==> src/logic/sac_regs.vh <==
// What this block does
// - Speed select 1 normal default, 0 fast
// - Conversion done within max conversion time, result_ready one cycle later
// - Busy asserts within 520 ns of start
// - Result captured at conversion end, config word latched at conversion start
// - Sixteen falling edges shift out result
// - Next sixteen edges shift out config word
// - Select low drives most significant bit first
// - Select high puts data output high impedance
// - Serial input captured on clock falling edges
// - Output advances only after falling edge
`ifndef SAC_REGS_VH
`define SAC_REGS_VH
`define SAC_CLK_NS 40
`define SAC_BUSY_MAX_NS 520
`define SAC_CONV_FAST_2CH_NS 1630
`define SAC_CONV_FAST_4CH_NS 3340
`define SAC_CONV_FAST_6CH_NS 5000
`define SAC_CONV_FAST_8CH_NS 6700
`define SAC_CONV_NORM_2CH_NS 1720
`define SAC_CONV_NORM_4CH_NS 3430
`define SAC_CONV_NORM_6CH_NS 5090
`define SAC_CONV_NORM_8CH_NS 6790
`define SAC_WORD_BITS 16
`define SAC_FRAME_BITS 32
`define SAC_MSB 15
`define SAC_CNT_W 8
`define SAC_START_LAT 3
`define SAC_CH2 2'h0
`define SAC_CH4 2'h1
`define SAC_CH6 2'h2
`define SAC_CH8 2'h3
`define SAC_SPEED_NORMAL 1'h1
`endif

==> src/logic/sac_top.v <==
`timescale 1ns/1ps
`include "sac_regs.vh"
module sac_top (
  input wire clk,
  input wire rst_b,
  input wire convert_start,
  input wire chip_select_b,
  input wire serial_clock,
  input wire serial_data_in,
  input wire power_down,
  input wire conversion_speed_select,
  input wire busy_enable,
  input wire [1:0] channel_count,
  input wire [15:0] result_in,
  input wire result_valid,
  output reg result_ready,
  output reg [15:0] config_word,
  output reg serial_data_out,
  output reg serial_data_out_oe_b,
  output reg busy_or_second_data_out,
  output reg busy_or_second_data_out_oe_b,
  output reg conversion_done
);
  // ------------------------------------------------------------
  // Derived counts
  // ------------------------------------------------------------
  // Start synchroniser and edge detect eat into the conversion budget,
  // so the counted part is shortened by that latency
  function [`SAC_CNT_W-1:0] sac_conv_cyc;
    input integer ns;
    integer q;
    begin
      q = ns / `SAC_CLK_NS - `SAC_START_LAT;
      sac_conv_cyc = q[`SAC_CNT_W-1:0];
    end
  endfunction
  localparam ST_IDLE = 2'h0;
  localparam ST_CONV = 2'h1;
  localparam ST_READY = 2'h2;

  // ------------------------------------------------------------
  // Pin synchronisers
  // ------------------------------------------------------------
  reg [1:0] cnv_s;
  reg [1:0] cs_s;
  reg [1:0] sck_s;
  reg [1:0] din_s;
  reg [1:0] pd_s;
  reg cnv_d;
  reg sck_d;
  reg cs_d;
  always @(posedge clk or negedge rst_b) begin
    if (!rst_b) begin
      cnv_s <= 2'h0;
      cs_s <= 2'h3;
      sck_s <= 2'h0;
      din_s <= 2'h0;
      pd_s <= 2'h0;
      cnv_d <= 1'b0;
      sck_d <= 1'b0;
      cs_d <= 1'b1;
    end else begin
      cnv_s <= {cnv_s[0], convert_start};
      cs_s <= {cs_s[0], chip_select_b};
      sck_s <= {sck_s[0], serial_clock};
      din_s <= {din_s[0], serial_data_in};
      pd_s <= {pd_s[0], power_down};
      cnv_d <= cnv_s[1];
      sck_d <= sck_s[1];
      cs_d <= cs_s[1] | pd_s[1];
    end
  end
  wire cnv_rise = cnv_s[1] && !cnv_d;
  wire sck_fall = sck_d && !sck_s[1];
  wire off_now = cs_s[1] | pd_s[1];
  wire cs_fall = cs_d && !off_now;

  // ------------------------------------------------------------
  // Conversion sequencing
  // ------------------------------------------------------------
  reg [1:0] state;
  reg [`SAC_CNT_W-1:0] timer;
  reg [15:0] cfg_shadow;
  reg [`SAC_CNT_W-1:0] conv_cyc;
  // Length latched at start: a mode change mid-conversion is harmless
  reg [`SAC_CNT_W-1:0] conv_len;
  always @* begin
    conv_cyc = sac_conv_cyc(`SAC_CONV_NORM_2CH_NS);
    if (conversion_speed_select == `SAC_SPEED_NORMAL) begin
      case (channel_count)
        `SAC_CH2: conv_cyc = sac_conv_cyc(`SAC_CONV_NORM_2CH_NS);
        `SAC_CH4: conv_cyc = sac_conv_cyc(`SAC_CONV_NORM_4CH_NS);
        `SAC_CH6: conv_cyc = sac_conv_cyc(`SAC_CONV_NORM_6CH_NS);
        default: conv_cyc = sac_conv_cyc(`SAC_CONV_NORM_8CH_NS);
      endcase
    end else begin
      case (channel_count)
        `SAC_CH2: conv_cyc = sac_conv_cyc(`SAC_CONV_FAST_2CH_NS);
        `SAC_CH4: conv_cyc = sac_conv_cyc(`SAC_CONV_FAST_4CH_NS);
        `SAC_CH6: conv_cyc = sac_conv_cyc(`SAC_CONV_FAST_6CH_NS);
        default: conv_cyc = sac_conv_cyc(`SAC_CONV_FAST_8CH_NS);
      endcase
    end
  end

  // Results queue between conversion core and serial port
  wire fifo_in_ready;
  wire fifo_out_valid;
  wire [31:0] fifo_out_data;
  reg fifo_pop;
  wire eoc = (state == ST_CONV) && (timer == conv_len - 1'b1);
  sac_fifo #(.WIDTH(32), .DEPTH(8), .AW(3)) u_fifo (
    .clk(clk),
    .rst_b(rst_b),
    .in_valid(eoc),
    .in_ready(fifo_in_ready),
    .in_data({result_in, cfg_shadow}),
    .out_valid(fifo_out_valid),
    .out_ready(fifo_pop),
    .out_data(fifo_out_data)
  );

  always @(posedge clk or negedge rst_b) begin
    if (!rst_b) begin
      state <= ST_IDLE;
      timer <= {`SAC_CNT_W{1'b0}};
      conv_len <= {`SAC_CNT_W{1'b0}};
      cfg_shadow <= 16'h0000;
      result_ready <= 1'b0;
      conversion_done <= 1'b0;
      busy_or_second_data_out <= 1'b0;
    end else begin
      conversion_done <= 1'b0;
      result_ready <= 1'b0;
      case (state)
        ST_IDLE: begin
          // A full queue drops the start so no result is lost silently
          if (cnv_rise && fifo_in_ready) begin
            state <= ST_CONV;
            timer <= {`SAC_CNT_W{1'b0}};
            conv_len <= conv_cyc;
            cfg_shadow <= config_word;
            busy_or_second_data_out <= busy_enable;
          end
        end
        ST_CONV: begin
          timer <= timer + 1'b1;
          if (eoc) begin
            state <= ST_READY;
            busy_or_second_data_out <= 1'b0;
            conversion_done <= 1'b1;
          end
        end
        ST_READY: begin
          result_ready <= 1'b1;
          state <= ST_IDLE;
        end
        default: state <= ST_IDLE;
      endcase
    end
  end

  // ------------------------------------------------------------
  // Serial port
  // ------------------------------------------------------------
  reg [31:0] shifter;
  reg [5:0] bit_cnt;
  reg [15:0] din_shift;
  always @(posedge clk or negedge rst_b) begin
    if (!rst_b) begin
      shifter <= 32'h0000_0000;
      bit_cnt <= 6'h00;
      din_shift <= 16'h0000;
      config_word <= 16'hFFFF;
      fifo_pop <= 1'b0;
      serial_data_out <= 1'b0;
      serial_data_out_oe_b <= 1'b1;
      busy_or_second_data_out_oe_b <= 1'b1;
    end else begin
      fifo_pop <= 1'b0;
      busy_or_second_data_out_oe_b <= !busy_enable;
      if (off_now) begin
        serial_data_out_oe_b <= 1'b1;
        bit_cnt <= 6'h00;
      end else if (cs_fall && !fifo_out_valid) begin
        // Select ahead of the result: drive, then load when it lands
        serial_data_out_oe_b <= 1'b0;
      end else if (cs_fall || (bit_cnt == 6'h00 && fifo_out_valid
                   && !fifo_pop && state == ST_IDLE)) begin
        // select held low loads the next queued result once no frame is pending
        shifter <= fifo_out_data;
        serial_data_out <= fifo_out_data[31];
        serial_data_out_oe_b <= 1'b0;
        bit_cnt <= 6'h01;
        fifo_pop <= fifo_out_valid;
      end else if (sck_fall && bit_cnt != 6'h00) begin
        din_shift <= {din_shift[14:0], din_s[1]};
        shifter <= {shifter[30:0], 1'b0};
        serial_data_out <= shifter[30];
        if (bit_cnt == `SAC_WORD_BITS) begin
          config_word <= {din_shift[14:0], din_s[1]};
        end
        if (bit_cnt == `SAC_FRAME_BITS) begin
          bit_cnt <= 6'h00;
        end else begin
          bit_cnt <= bit_cnt + 1'b1;
        end
      end
    end
  end
endmodule

==> src/logic/sac_fifo.v <==
`timescale 1ns/1ps
module sac_fifo #(
  parameter WIDTH = 32,
  parameter DEPTH = 8,
  parameter AW = 3
) (
  input wire clk,
  input wire rst_b,
  input wire in_valid,
  output wire in_ready,
  input wire [WIDTH-1:0] in_data,
  output wire out_valid,
  input wire out_ready,
  output wire [WIDTH-1:0] out_data
);
  reg [WIDTH-1:0] mem [0:DEPTH-1];
  reg [AW-1:0] wr_ptr;
  reg [AW-1:0] rd_ptr;
  reg [AW:0] count;
  wire push;
  wire pop;
  assign in_ready = (count != DEPTH[AW:0]);
  assign out_valid = (count != {(AW+1){1'b0}});
  assign out_data = mem[rd_ptr];
  assign push = in_valid && in_ready;
  assign pop = out_valid && out_ready;
  always @(posedge clk) begin
    if (push) begin
      mem[wr_ptr] <= in_data;
    end
  end
  always @(posedge clk or negedge rst_b) begin
    if (!rst_b) begin
      wr_ptr <= {AW{1'b0}};
      rd_ptr <= {AW{1'b0}};
      count <= {(AW+1){1'b0}};
    end else begin
      if (push) begin
        wr_ptr <= wr_ptr + 1'b1;
      end
      if (pop) begin
        rd_ptr <= rd_ptr + 1'b1;
      end
      if (push && !pop) begin
        count <= count + 1'b1;
      end else if (pop && !push) begin
        count <= count - 1'b1;
      end
    end
  end
endmodule

==> config.mk <==
export PLATFORM = sky130hd
export DESIGN_NAME = sac_top
export DESIGN_NICKNAME = d
export VERILOG_FILES = /design/src/logic/sac_top.v /design/src/logic/sac_fifo.v
export VERILOG_INCLUDE_DIRS = /design/src /design/src/logic
export SDC_FILE = /design/constraint.sdc
export NUM_CORES = 1
export LEC_CHECK = 0
export ABC_CLOCK_PERIOD_IN_PS = 13400
export BUFFER_PORTS_ARGS = -buffer_cell sky130_fd_sc_hd__buf_2
export CELL_PAD_IN_SITES_DETAIL_PLACEMENT = 0
export CELL_PAD_IN_SITES_GLOBAL_PLACEMENT = 1
export CORE_AREA = 2 2 167 169
export DETAILED_ROUTE_END_ITERATION = 12
export DIE_AREA = 0 0 169 171
export GPL_TIMING_DRIVEN = 0
export HOLD_SLACK_MARGIN = 0.06
export PLACE_DENSITY_LB_ADDON = 0.1
export SLEW_MARGIN = 10
export SYNTH_ARGS = -nofsm -noshare
export SYNTH_HDL_FRONTEND = slang
export SYNTH_SLANG_ARGS = --single-unit
==> constraint.sdc <==
create_clock -name clk -period 13.4 [get_ports clk]
set_input_delay 1.34 -clock clk [delete_from_list [all_inputs] [get_ports clk]]
set_output_delay 1.34 -clock clk [all_outputs]
set_load 0.1 [all_outputs]
# Word level (Yosys, flattened, before mapping)
# Memories as Yosys holds them, arrays and structs flattened.
# Cells that the tools add are included.
[classes] n_addsub=7 n_mul=0 n_div=0 order_cmp=0 eq_ne=11 shifts=0 muxes=33 n_bitwise=4 n_reduce_logical=41
[ops] cell="two-way mux 31 bit" n=2
[ops] cell="case mux 8 bit (3 select lines)" n=2
[ops] cell="two-way mux 6 bit" n=5
[ops] cell="two-way mux 8 bit" n=2
[ops] cell="case mux 8 bit (2 select lines)" n=1
[ops] cell="two-way mux 1 bit" n=15
[ops] cell="logical AND 1 bit" n=14
[ops] cell="adder 8 x 1 -> 8 bit, second input constant" n=1
[ops] cell="== test 8 bit" n=1
[ops] cell="logical NOT 1 bit" n=8
[ops] cell="two-way mux 4 bit" n=2
[ops] cell="AND reduction 2 bit" n=4
[ops] cell="subtractor 8 x 1 -> 8 bit, second input constant" n=1
[ops] cell="adder 3 x 1 -> 3 bit, second input constant" n=2
[ops] cell="adder 6 x 1 -> 6 bit, second input constant" n=1
[ops] cell="== test 6 x 5 -> 1 bit, second input constant" n=1
[ops] cell="== test 6 bit, second input constant" n=1
[ops] cell="logical NOT 6 bit" n=1
[ops] cell="AND reduction 3 bit" n=2
[ops] cell="nonzero test 2 bit" n=3
[ops] cell="nonzero test 3 bit" n=2
[ops] cell="nonzero test 6 bit" n=1
[ops] cell="AND reduction 5 bit" n=1
[ops] cell="adder 4 x 1 -> 4 bit, second input constant" n=1
[ops] cell="other kinds (15)" n=22
[word_totals] register_bits=132 latch_bits=0 ram_bits=256 mem_bits_ro=0 in_bits=28 output_inout_bits=22 elab_cells=123 memories=1
[memory_table] memory="u_fifo.mem" words=8 width=32 rd=1 rd_ports_with_merged_regs=0 wr=1 line="sac_fifo.v:16" rtl="reg [WIDTH-1:0] mem [0:DEPTH-1];"

# Depth between registers and ports, before layout
[depth] depth_word=8 ltp_mapped=16 depth_no_buf=16

# Modules after synthesis
# A second synthesis with hierarchy kept.
[hier_totals] cells_unflattened=899 area_unflattened_um2=15678.8
[modules_own_cells] mod="sac_fifo" n_inst=1 cells_per_inst=432 area_per_inst_um2=10353.7 seq_area_each_um2=7937.6
[modules_own_cells] mod="sac_top" n_inst=1 cells_per_inst=467 area_per_inst_um2=5325.1 seq_area_each_um2=3054.2

# Worst setup path before layout
# Ideal clock, no wire load.
[synth_timing] kind="reg2reg" from="reg conv_len[0]" to="mem u_fifo.mem[1][0] (enable)" setup_ps=461 arrival_ps=3918 required_ps=12939 setup_slack_ps=9021 stages_incl_launch_ff=9 path_buffers=0 period_less_slack_ps=4379 cell_sequence="dfrtp_1 inv_1 ha_1 xor2_1 o2111ai_1 o21ai_1 nor4_4 nand3_1 nor3_1"
[synth_between] elab_chain_cells=6
[synth_rtl] element="from (decl)" line="sac_top.v:86" rtl="reg [`SAC_CNT_W-1:0] conv_len;"
[synth_rtl] element="from (signal assigned)" line="sac_top.v:127" rtl="conv_len <= {`SAC_CNT_W{1'b0}};"
[synth_rtl] element="from (signal assigned)" line="sac_top.v:141" rtl="conv_len <= conv_cyc;"
[synth_rtl] element="subtractor 8 x 1 -> 8 bit" line="sac_top.v:111" rtl="wire eoc = (state == ST_CONV) && (timer == conv_len - 1'b1);"
[synth_rtl] element="== test 8 bit" line="sac_top.v:111"
[synth_rtl] element="logical AND 1 bit" line="sac_top.v:111"
[synth_rtl] element="logical AND 1 bit" line="sac_fifo.v:25" rtl="assign push = in_valid && in_ready;"
[synth_rtl] element="two-way mux 1 bit" line="sac_fifo.v:28" rtl="if (push) begin"
[synth_rtl] element="two-way mux 1 bit (not written as such)" line="sac_fifo.v:29" rtl="mem[wr_ptr] <= in_data;"
[synth_rtl] element="to (decl)" line="sac_fifo.v:16"
# Every way passes these cells.

# Final worst setup path
[layout_timing] from="reg conv_len[0]" to="mem u_fifo.mem[0][12] (enable)"
# The elaborated chain is that of the path after synthesis.

==> run summary <==
### Logic synthesis
• **area of the mapped netlist** 15,490 µm²
• **number of enable flip-flop cells after synthesis** 256
• **count of synthesis-stage warnings from yosys** 0
• **number of register bits inferred by synthesis** 387
• **share of synthesized flip-flops with an asynchronous set or reset** 33.85%
• **cell count after synthesis** 886
• **mean cell area of the mapped netlist** 17.49 µm²
• **prevailing post-synth register cell** edfxtp_1
• **Post-Syn Nets** 929
• **number of distinct standard cells referenced by the synthesized netlist** 56
• **sequential area share after synthesis** 70.95%

### Setup path
• **arrival time at the worst endpoint** 3860 ps
• **largest fanout on the critical path** 9
• **data required time at the worst endpoint** 13,620 ps
• **type of the worst setup path** reg -> reg
• **Startpoint Class** flop
• **endpoint kind of the worst setup timing path** flop

### Hold path
• **classification of the worst-slack hold path** reg -> reg

### Place
• **Inst Count DP** 1,295
• **final estimated routing congestion in global placement** 0.8046
• **buffers added on ports** 48
• **detailed-placement wirelength estimate** 19,510 µm

### Clock network
• **total of hold buffers inserted after clock tree synthesis** 0
• **clock latency on the worst-skew pair** 510 ps
• **number of gates resized after cts** 0
• **Worst-path clk slew** 60 ps
• **TritonCTS Buffers** 40
• **Setup Fix Bufs, Post-CTS** 0
• **CTS tree** done
• **largest buffer count on any clock path** 3
• **clock root buffer master** clkbuf_16
• **clock sinks** 387
• **number of H-tree branching levels** 2

### Cells and area
• **proportion of layout cells with a drive suffix above 1** 32.62%
• **P&R area growth vs syn** 14.55%
• **most frequent standard cell in the layout excluding fill and tap cells** edfxtp_1
• **Util after Layout** 64.95%
• **total number of nets in the final design** 1,034
• **leading cell types in the layout, fill and taps excluded** 256 x edfxtp_1, 110 x dfrtp_1, 87 x nand2_1, 64 x mux4_2, 63 x buf_2
• **diodes inserted** 0
• **number of standard cells in the layout, taps in and fillers out** 1,367

### Run
• **number of max-cap violations** 0

### STA
• **Tightest Pin Transition** 1140 ps
• **peak clock frequency supported by timing** 275.1 MHz
• **Worst Skew** 10.98 ps
• **shortest clock period the worst path allows after layout** 3635 ps
• **tightest slew margin relative to the limit** 24.01%
• **unrepaired setup endpoints after global routing** no
• **period utilization** 27.13%
• **number of endpoints with negative hold slack in the final report** 0
• **endpoints failing setup** 0
• **number of pins exceeding their max-slew limit in the final report** 0
• **Post-Route Setup TNS** 0 ps

### Power
• **leakage component of the power** 6.507 nW
• **largest vdd supply drop** 106.6 µV
• **Power Density** 187.1 nW/µm²

### Die
• **overall die height** 171 µm
• **die width** 169 µm
• **I/O pin total** 50
• **Die Area** 28,900 µm²
• **standard-cell rows** 61
• **core area** 27,320 µm²
• **initial cell density of the core** 56.70%

### Global routing
• **wire length of the first global-routing pass** 47,300 µm
• **maximum number of pins on one net before global-route repair** 67
• **total grt overflow** 0
• **total routing usage reported by global routing** 21.77%
• **number of antenna violations at the first check in global routing** 0
• **via count of the first global-routing pass** 8,424

### Drt
• **number of iterations in the first detailed-routing pass** 8
• **total DRC errors in the routed layout** 0
• **number of DRC markers after the initial detailed-route iteration** 632
• **total via count in the routed design** 7,963
• **number of nets with antenna violations after routing** 0
• **Avg WL per Cell** 22.04 µm
• **WL met3** 1632 µm
• **Detailed Route WL** 30,130 µm
• **M1 WL** 12,600 µm
• **Max Used Layer** met4
• **average via count per standard cell** 5.825
• **met2 wire length** 15,280 µm

### Status
• **outcome** finished, final reports clean

==> worst max-delay path, cell delays in order, from the launching register on <==
cell and delay (ps):
dfrtp_1 430, inv_1 70, ha_1 270, xor2_1 160, o2111ai_1 170, o21ai_1 130
nor4_4 480, nand3b_1 390, nor3_2 780, buf_6 270, buf_4 190
==> cell type report <==
cell class,instances,area (µm²)
tap,346,432.9
fill,1898,9577
multi-input combinational,448,4288
timing repair buffer,63,476.7
clock buffer,60,1209
clock inverter,12,81.33
buffer,40,226.5
inverter,11,41.29
sequential,387,10990
==> cells by family (layout without fill, tap and decap cells) <==
logic type / count (synthesis) / in the layout / synth area share (%)
buffers and inverters: 51 / 186 / 1.728
muxes: 149 / 149 / 15.23
xor gates and xnor gates: 20 / 20 / 1.131
adders and majority gates: 15 / 15 / 1.260
DFF: 387 / 387 / 70.95
AOI/OAI and AO/OA: 111 / 111 / 4.878
and+or+nand+nor: 153 / 153 / 4.821
==> where the power goes <==
part / switching (mW) / leakage, nW / internal (mW) / total (mW)
registers: 0.0684 / 3.83 / 1.36 / 1.43
clock network: 0.425 / 0.635 / 0.641 / 1.07
logic: 0.455 / 2.04 / 0.371 / 0.826
total: 0.949 / 6.51 / 2.37 / 3.32
==> registers in the layout, indices dropped and copies added, names as in the netlist, 3 cells and up <==
signal         count
din_shift         15
conv_len           7
u_fifo.count       4
config_word       16
shifter           31
timer              8
u_fifo.rd_ptr      3
cfg_shadow        16
u_fifo.mem       256
u_fifo.wr_ptr      3
bit_cnt            6
==> Yosys cell counts, types with 4 or more instances <==
cell	number	share of area (%)
a21oi_1	7	0.23
buf_2	16	0.52
buf_6	7	0.51
clkbuf_1	13	0.31
dfrtp_1	110	18
dfstp_2	21	3.6
edfxtp_1	256	50
ha_1	14	1.1
inv_1	11	0.27
mux2_2	53	3.9
mux2i_1	31	2.0
mux4_2	64	9.3
nand2_1	87	2.1
nand2b_1	6	0.24
nand3_1	11	0.36
nor2_1	12	0.29
nor2b_1	4	0.16
nor3_1	9	0.29
o21ai_0	55	1.8
o21ai_2	29	1.6
xnor2_1	12	0.68
xor2_1	8	0.45
==> metrics by stage <==
stage | total power, mW | worst slack [ps] | area (µm²) | hold WS [ps]
2_1_floorplan | 2.074 | 9021 | 15490 | 331.2
3_3_place_gp | 2.257 | 6349 | 16170 | 331.8
3_5_place_dp | 2.287 | 9691 | 16460 | 340.3
4_1_cts | 3.359 | 9665 | 17750 | 352.9
5_1_grt | 3.491 | 9456 | 17750 | 357.8
6_report | 3.320 | 9765 | 17750 | 349.0
==> final timing paths <==
kind / startpoint / to / slack (ps) / cells past startpoint
min: din_s[0] / din_s[1] / 350 / 0
max: conv_len[0] / u_fifo.mem[0][12] / 9760 / 10
min reg2reg: din_s[0] / din_s[1] / 350 / 0
max in group asynchronous: rst_b / cs_d / 11830 / 2
max reg2reg: conv_len[0] / u_fifo.mem[0][12] / 9760 / 10
min in group asynchronous: rst_b / timer[6] / 800 / 1
==> per-layer routing <==
| layer | global-route usage (%) | up-vias |
|---|---|---|
| met1 | 29.06 | 4104 |
| met4 | 5.537 | 0 |
| met5 | 0 | - |
| met2 | 37.53 | 197 |
| met3 | 4.025 | 46 |
| li1 | - | 3616 |
Power figures use the tool's default switching activity.
